`src/dpram_ctl_pkg.sv`:
```
// package: constants for the dual-port ram port controller
package dpram_ctl_pkg;
  localparam int ADDR_W = 13;
  localparam int DATA_W = 16;
  localparam int FLAG_SEL_W = 3;
  // command encodings on the user port
  localparam logic [1:0] CMD_MEM_WRITE = 2'h0;
  localparam logic [1:0] CMD_MEM_READ = 2'h1;
  localparam logic [1:0] CMD_FLAG_WRITE = 2'h2;
  localparam logic [1:0] CMD_FLAG_READ = 2'h3;
  // byte enable field positions
  localparam int BE_LOWER = 0;
  localparam int BE_UPPER = 1;
  // timing: setup and strobe times in ns at 100 ns clock
  localparam int CLK_NS = 100;
  localparam int SETUP_NS = 100;
  localparam int STROBE_NS = 100;
  localparam int SETUP_CYC = (SETUP_NS + CLK_NS - 1) / CLK_NS;
  localparam int STROBE_CYC = (STROBE_NS + CLK_NS - 1) / CLK_NS;
  localparam logic [3:0] SETUP_CNT = 4'(SETUP_CYC);
  localparam logic [3:0] STROBE_CNT = 4'(STROBE_CYC);
  typedef enum {DPC_IDLE, DPC_SETUP, DPC_STROBE, DPC_RELEASE} dpc_state_e;
endpackage

```
`src/dpram_ctl.sv`:
```
// host-side controller that drives one port of the dual-port ram
// Function
// - Upper-only write: select low, write low, upper low, lower high, flag high.
// - Lower-only write: select low, write low, lower low, upper high, flag high.
// - Flag read: flag low, write high, oe low, select high; all lines data.
// - Flag write on rising write strobe with flag low and select high.
`timescale 1ns/1ps
module dpram_ctl
(
  // clock and reset
  input wire logic clk,
  input wire logic reset_n,
  // user command port
  input wire logic cmd_valid,
  input wire logic [1:0] cmd_op,
  input wire logic [1:0] cmd_byte_en,
  input wire logic [dpram_ctl_pkg::ADDR_W-1:0] cmd_addr,
  input wire logic [dpram_ctl_pkg::DATA_W-1:0] cmd_wdata,
  output logic cmd_ready,
  output logic rsp_valid,
  output logic [dpram_ctl_pkg::DATA_W-1:0] rsp_rdata,
  // ram port pins
  output logic port_select_n,
  output logic write_strobe_n,
  output logic output_drive_enable_n,
  output logic upper_byte_select_n,
  output logic lower_byte_select_n,
  output logic flag_space_select_n,
  output logic [dpram_ctl_pkg::ADDR_W-1:0] ram_addr,
  input wire logic [dpram_ctl_pkg::DATA_W-1:0] ram_data_in,
  output logic [dpram_ctl_pkg::DATA_W-1:0] ram_data_out,
  output logic ram_data_oe_n
);
  import dpram_ctl_pkg::*;

  dpc_state_e state_reg;
  logic [3:0] cnt_reg;
  logic [1:0] op_reg;
  logic [DATA_W-1:0] din_meta_reg;
  logic [DATA_W-1:0] din_sync_reg;
  logic cmd_take;

  // true when the command is a write of either kind
  function automatic logic is_write(input logic [1:0] op);
    is_write = (op == CMD_MEM_WRITE) || (op == CMD_FLAG_WRITE);
  endfunction

  // true when the command targets the flag space
  function automatic logic is_flag(input logic [1:0] op);
    is_flag = (op == CMD_FLAG_WRITE) || (op == CMD_FLAG_READ);
  endfunction

  // two-stage synchroniser on the data pins
  always_ff @(posedge clk or negedge reset_n) begin
    if (!reset_n) begin
      din_meta_reg <= '0;
      din_sync_reg <= '0;
    end else begin
      din_meta_reg <= ram_data_in;
      din_sync_reg <= din_meta_reg;
    end
  end

  // access sequencer: setup, strobe, release with a read capture
  always_ff @(posedge clk or negedge reset_n) begin
    if (!reset_n) begin
      state_reg <= DPC_IDLE;
      cnt_reg <= 4'h0;
      op_reg <= CMD_MEM_READ;
    end else begin
      case (state_reg)
        DPC_IDLE: begin
          if (cmd_valid && cmd_ready) begin
            op_reg <= cmd_op;
            cnt_reg <= SETUP_CNT;
            state_reg <= DPC_SETUP;
          end
        end
        DPC_SETUP: begin
          if (cnt_reg <= 4'h1) begin
            cnt_reg <= STROBE_CNT + 4'h2; // two extra for the read synchroniser
            state_reg <= DPC_STROBE;
          end else begin
            cnt_reg <= cnt_reg - 4'h1;
          end
        end
        DPC_STROBE: begin
          if (cnt_reg <= 4'h1) begin
            state_reg <= DPC_RELEASE;
          end else begin
            cnt_reg <= cnt_reg - 4'h1;
          end
        end
        DPC_RELEASE: begin
          state_reg <= DPC_IDLE;
        end
        default: begin
          state_reg <= DPC_IDLE;
        end
      endcase
    end
  end

  // a command is taken only at an edge where the controller shows ready
  assign cmd_take = cmd_valid && cmd_ready;

  // port and byte selects; flag accesses keep port select high so cannot occur
  always_ff @(posedge clk or negedge reset_n) begin
    if (!reset_n) begin
      port_select_n <= 1'b1;
      upper_byte_select_n <= 1'b1;
      lower_byte_select_n <= 1'b1;
    end else if (cmd_take) begin
      if (is_flag(cmd_op)) begin
        port_select_n <= 1'b1;
        upper_byte_select_n <= 1'b1;
        lower_byte_select_n <= 1'b1;
      end else begin
        port_select_n <= 1'b0;
        upper_byte_select_n <= ~cmd_byte_en[BE_UPPER];
        lower_byte_select_n <= ~cmd_byte_en[BE_LOWER];
      end
    end else if (state_reg == DPC_RELEASE) begin
      // deselect only after the strobe has risen, so the write completes
      port_select_n <= 1'b1;
      upper_byte_select_n <= 1'b1;
      lower_byte_select_n <= 1'b1;
    end
  end

  // flag space select stands for the whole flag access
  always_ff @(posedge clk or negedge reset_n) begin
    if (!reset_n) begin
      flag_space_select_n <= 1'b1;
    end else if (cmd_take) begin
      flag_space_select_n <= ~is_flag(cmd_op);
    end else if (state_reg == DPC_RELEASE) begin
      flag_space_select_n <= 1'b1;
    end
  end

  // write strobe low for the strobe phase of a write; its rising edge stores the data
  always_ff @(posedge clk or negedge reset_n) begin
    if (!reset_n) begin
      write_strobe_n <= 1'b1;
    end else if (state_reg == DPC_SETUP && cnt_reg <= 4'h1) begin
      write_strobe_n <= ~is_write(op_reg);
    end else if (state_reg == DPC_STROBE && cnt_reg <= 4'h1) begin
      write_strobe_n <= 1'b1;
    end
  end

  // output enable low for reads only, so the ram never drives against the host
  always_ff @(posedge clk or negedge reset_n) begin
    if (!reset_n) begin
      output_drive_enable_n <= 1'b1;
    end else if (cmd_take) begin
      output_drive_enable_n <= is_write(cmd_op);
    end else if (state_reg == DPC_RELEASE) begin
      output_drive_enable_n <= 1'b1;
    end
  end

  // address stands from the take until the next command
  always_ff @(posedge clk or negedge reset_n) begin
    if (!reset_n) begin
      ram_addr <= '0;
    end else if (cmd_take) begin
      ram_addr <= cmd_addr;
    end
  end

  // write data: a flag write carries its value on bit zero, the rest low
  always_ff @(posedge clk or negedge reset_n) begin
    if (!reset_n) begin
      ram_data_out <= '0;
    end else if (cmd_take) begin
      if (is_flag(cmd_op)) begin
        ram_data_out <= {{(DATA_W-1){1'b0}}, cmd_wdata[0]};
      end else begin
        ram_data_out <= cmd_wdata;
      end
    end
  end

  // host drives the data lines only for writes; released with the selects
  always_ff @(posedge clk or negedge reset_n) begin
    if (!reset_n) begin
      ram_data_oe_n <= 1'b1;
    end else if (cmd_take) begin
      ram_data_oe_n <= ~is_write(cmd_op);
    end else if (state_reg == DPC_RELEASE) begin
      ram_data_oe_n <= 1'b1;
    end
  end

  // ready only while idle and not taking a command at this edge
  always_ff @(posedge clk or negedge reset_n) begin
    if (!reset_n) begin
      cmd_ready <= 1'b0;
    end else begin
      cmd_ready <= (state_reg == DPC_IDLE) && !cmd_take;
    end
  end

  // one-cycle answer at the end of the strobe; reads use the synchronised pins
  always_ff @(posedge clk or negedge reset_n) begin
    if (!reset_n) begin
      rsp_valid <= 1'b0;
      rsp_rdata <= '0;
    end else begin
      rsp_valid <= 1'b0;
      if (state_reg == DPC_STROBE && cnt_reg <= 4'h1) begin
        rsp_valid <= 1'b1;
        if (is_write(op_reg)) begin
          rsp_rdata <= '0;
        end else if (is_flag(op_reg)) begin
          rsp_rdata <= {DATA_W{din_sync_reg[0]}};
        end else begin
          rsp_rdata <= din_sync_reg;
        end
      end
    end
  end
endmodule

```
`config.mk`:
```
export PLATFORM = sky130hd
export DESIGN_NAME = dpram_ctl
export DESIGN_NICKNAME = d
export VERILOG_FILES = /design/src/dpram_ctl_pkg.sv /design/src/dpram_ctl.sv
export SDC_FILE = /design/constraint.sdc
export NUM_CORES = 1
export LEC_CHECK = 0
export BUFFER_PORTS_ARGS = -buffer_cell sky130_fd_sc_hd__buf_4
export CAP_MARGIN = 20
export CORE_MARGIN = 5
export CORE_UTILIZATION = 35
export DETAILED_ROUTE_END_ITERATION = 8
export SYNTH_ARGS = -nofsm -noshare
export SYNTH_HDL_FRONTEND = slang
export SYNTH_SLANG_ARGS = --single-unit
```
`constraint.sdc`:
```
create_clock -name clk -period 1.96 [get_ports clk]
set_input_delay 0.196 -clock clk [delete_from_list [all_inputs] [get_ports clk]]
set_output_delay 0.196 -clock clk [all_outputs]
set_load 0.02 [all_outputs]
```
==> out/results.tsv <==
stage	metric	value	unit
cells_and_area	most common cell after layout, fill and taps aside	buf_4	
placed_design	port bufs	105	
timing	Worst slew margin	0.676	
grt	vias in the first global route	2689	
yosys	mapped cell area	3510	um2
timing	clock skew	0.0123	ns
outcome	status	finished clean	
yosys	sequential share of the synthesized area	0.673	
timing	Pins Over Slew Limit	0	
worst_setup_path	cell family with most CP delay	flip-flops	
worst_setup_path	Worst EP required	2.21	ns
detailed_routing	number of DRC markers in iteration 0	73	
detailed_routing	WL/cell	13.9	um
worst_setup_path	WP buf/inv	1	
worst_setup_path	max incr delay on CP	0.41	ns
grt	gr usage total	0.143	
power_and_ir_drop	Comb power frac	0.416	
placed_design	GP Congestion	0.746	
flow_run	max cap viols	0	
power_and_ir_drop	switching power	2.99	mW
clock_tree	clock-pin slew on the worst setup and hold paths	0.09	ns
timing	unrepaired setup endpoints after global routing	no	
worst_setup_path	setup slack, reg-to-reg	0.27	ns
timing	min Tclk post-route	1.69	ns
floorplan	Die ar.	12100	um2
floorplan	num ports	106	
power_and_ir_drop	Leakage	2.44	nW
power_and_ir_drop	P per Cell Area	1590	nW/um2
clock_tree	Resize count post-CTS	0	
clock_tree	Post-CTS Setup Repair Bufs	0	
cells_and_area	layout cell share with drive strength beyond 1	0.310	
grt	grt ovf	0	
worst_setup_path	crit-path max FO	4	
grt	antenna violations before repair	0	
clock_tree	CTS tree	done	
power_and_ir_drop	peak supply drop	0.778	mV
floorplan	DIE HEIGHT	110	um
power_and_ir_drop	power share of the clock group	0.197	
worst_setup_path	nature of the critical path startpoint	register	
worst_setup_path	Crit. End Element	register	
floorplan	core box area	9770	um2
yosys	Net Count, Synth	381	
cells_and_area	most frequent cells in the layout	buf_4, nand2_1, dfrtp_1, o21ai_0, dlygate4sd3_1	
detailed_routing	Total Routed Length	8.19	mm
cells_and_area	Area Overhead vs Synth	40.4	%
timing	final worst path period share	0.863	
worst_setup_path	crit-path cells	inv_1 > ha_1 > or2_1 > a21oi_1 > nor2_1 > mux2_2	
detailed_routing	drt pass-1 iters	4	
grt	pin count of the biggest net entering global routing	40	
worst_setup_path	CP arrival	1.95	ns
hold_path	Worst Hold Class	in -> reg	
floorplan	initial core utilization	0.359	
power_and_ir_drop	Sw Share	0.382	
timing	Final Hold Fails	0	
floorplan	placement row count	36	
detailed_routing	Via density	4.51	
grt	first-pass GRT wire length	13.4	mm
detailed_routing	Residual DRC	0	
clock_tree	clk buf depth	2	
placed_design	Post-DP HPWL	5.61	mm
detailed_routing	Final ANT Viol Nets	0	
power_and_ir_drop	Flop pwr share	0.387	
yosys	Synth cell types	31	
yosys	Yosys warning count	0	
detailed_routing	vias	2664	
clock_tree	Num CTS Buffers	9	
worst_setup_path	slowest cell on the critical path	dfrtp_1	
timing	Max Fclk	0.592	GHz
power_and_ir_drop	Int Power	4.84	mW
timing	sum of negative setup slack	0	ns
yosys	Syn Inst Count	323	
timing	slew at the pin closest to its max-slew limit	0.486	ns
clock_tree	# clock sinks	94	
yosys	register bit count reported by yosys	94	
worst_setup_path	kind of critical path	reg -> reg	
timing	setup violators final	0	
cells_and_area	Nets	511	
clock_tree	CTS H-tree depth	3	
yosys	Synth Area per Inst	10.9	um2
timing	Worst Hold Slack	0.0219	ns
clock_tree	Root Buffer	clkbuf_8	
floorplan	Die Width	110	um
clock_tree	Skew-Pair Late Insertion Delay	0.37	ns
cells_and_area	Antenna Cells	0	
## power groups by stage
stage | Combinational, mW | Clock [mW] | Sequential [mW]
final | 3.26 | 1.54 | 3.03
after global routing | 3.59 | 1.68 | 3.13
after CTS | 3.31 | 1.59 | 3.03
after detailed placement | 3.28 | 0 | 3.05
after global placement | 3.20 | 0 | 3.04
after floorplan | 1.25 | 0 | 3.67
## synth_stat cells (all sizes together)
cell type	n	share of area
nand2	98	0.10
dfrtp	86	0.61
o21ai	41	0.058
nor2b	15	0.027
nand3	12	0.017
buf	8	0.011
clkbuf	8	0.0086
dfstp	8	0.060
inv	7	0.0075
ha	6	0.021
nand3b	5	0.011
a21oi	4	0.0057
nor2	4	0.0043
and2	3	0.0053
mux2	3	0.0096
a21o	2	0.0046
a31oi	2	0.0036
nor3	2	0.0029
a2111oi	1	0.0043
a211oi	1	0.0021
a32oi	1	0.0025
mux2i	1	0.0029
o31a	1	0.0025
o32a	1	0.0029
o32ai	1	0.0025
or2	1	0.0018
or3	1	0.0032
## metal layers
layer	vias to the layer above	global-route usage	routed length, um
li1	1313	-	-
met4	0	0.0449	128
met3	12	0.0676	794
met5	-	0	0
met2	83	0.222	3820
met1	1256	0.177	3450
## layout make-up
cell class	count	area [um2]
sequential	94	2360
clock inverter	6	115
tap	133	166
multi-input combinational	206	1050
timing repair buffer	135	1080
clock buffer	10	128
inverter	7	26.3
fill	898	4840
## cell families after synthesis
group,count (synthesis),share of synthesized area
AOI/OAI and AO/OA,55,0.0891
buffers and inverters,23,0.0274
DFF,94,0.673
and+or+nand+nor,141,0.177
muxes,4,0.0125
adders and majority gates,6,0.0214
## worst paths after layout
path / to / start / cells past startpoint
setup / recovery: state_reg[1]$_DFFE_PN0P_ / cnt_reg[0]$_DFFE_PN0P_ / 6
hold / removal: ram_addr[11]$_DFFE_PN0P_ / cmd_addr[11] / 3
setup reg to reg: state_reg[1]$_DFFE_PN0P_ / cnt_reg[0]$_DFFE_PN0P_ / 6
hold reg to reg: din_sync_reg[5]$_DFF_PN0_ / din_meta_reg[5]$_DFF_PN0_ / 0
max in group asynchronous: ram_data_out[6]$_DFFE_PN0P_ / reset_n / 3
min in group asynchronous: rsp_rdata[4]$_DFFE_PN0P_ / reset_n / 2
## worst min-delay path, delay by kind of cell
kind                   cells  cell delay (ns)
buffers and inverters      1             0.08
and+or+nand+nor            2             0.08
## timing repair
action / 4_1_cts / 5_1_grt
hold endpoints to repair: 51 / 0
hold buffers: 22 / 0
setup endpoints to repair: 0 / 0
## stage by stage
| stage | utilization | cells | cell area [um2] | total power [mW] | setup slack [ns] |
|---|---|---|---|---|---|
| 2_1_floorplan | - | 323 | 3510 | 4.91 | 0.435 |
| 3_3_place_gp | 0.457 | 553 | 4470 | 6.23 | 0.367 |
| 3_5_place_dp | 0.457 | 553 | 4470 | 6.33 | 0.294 |
| 4_1_cts | 0.504 | 591 | 4930 | 7.93 | 0.278 |
| 5_1_grt | 0.504 | 591 | 4930 | 8.40 | 0.175 |
| 6_report | 0.504 | 591 | 4930 | 7.83 | 0.269 |
No activity file was read; power rests on OpenSTA's default activity.
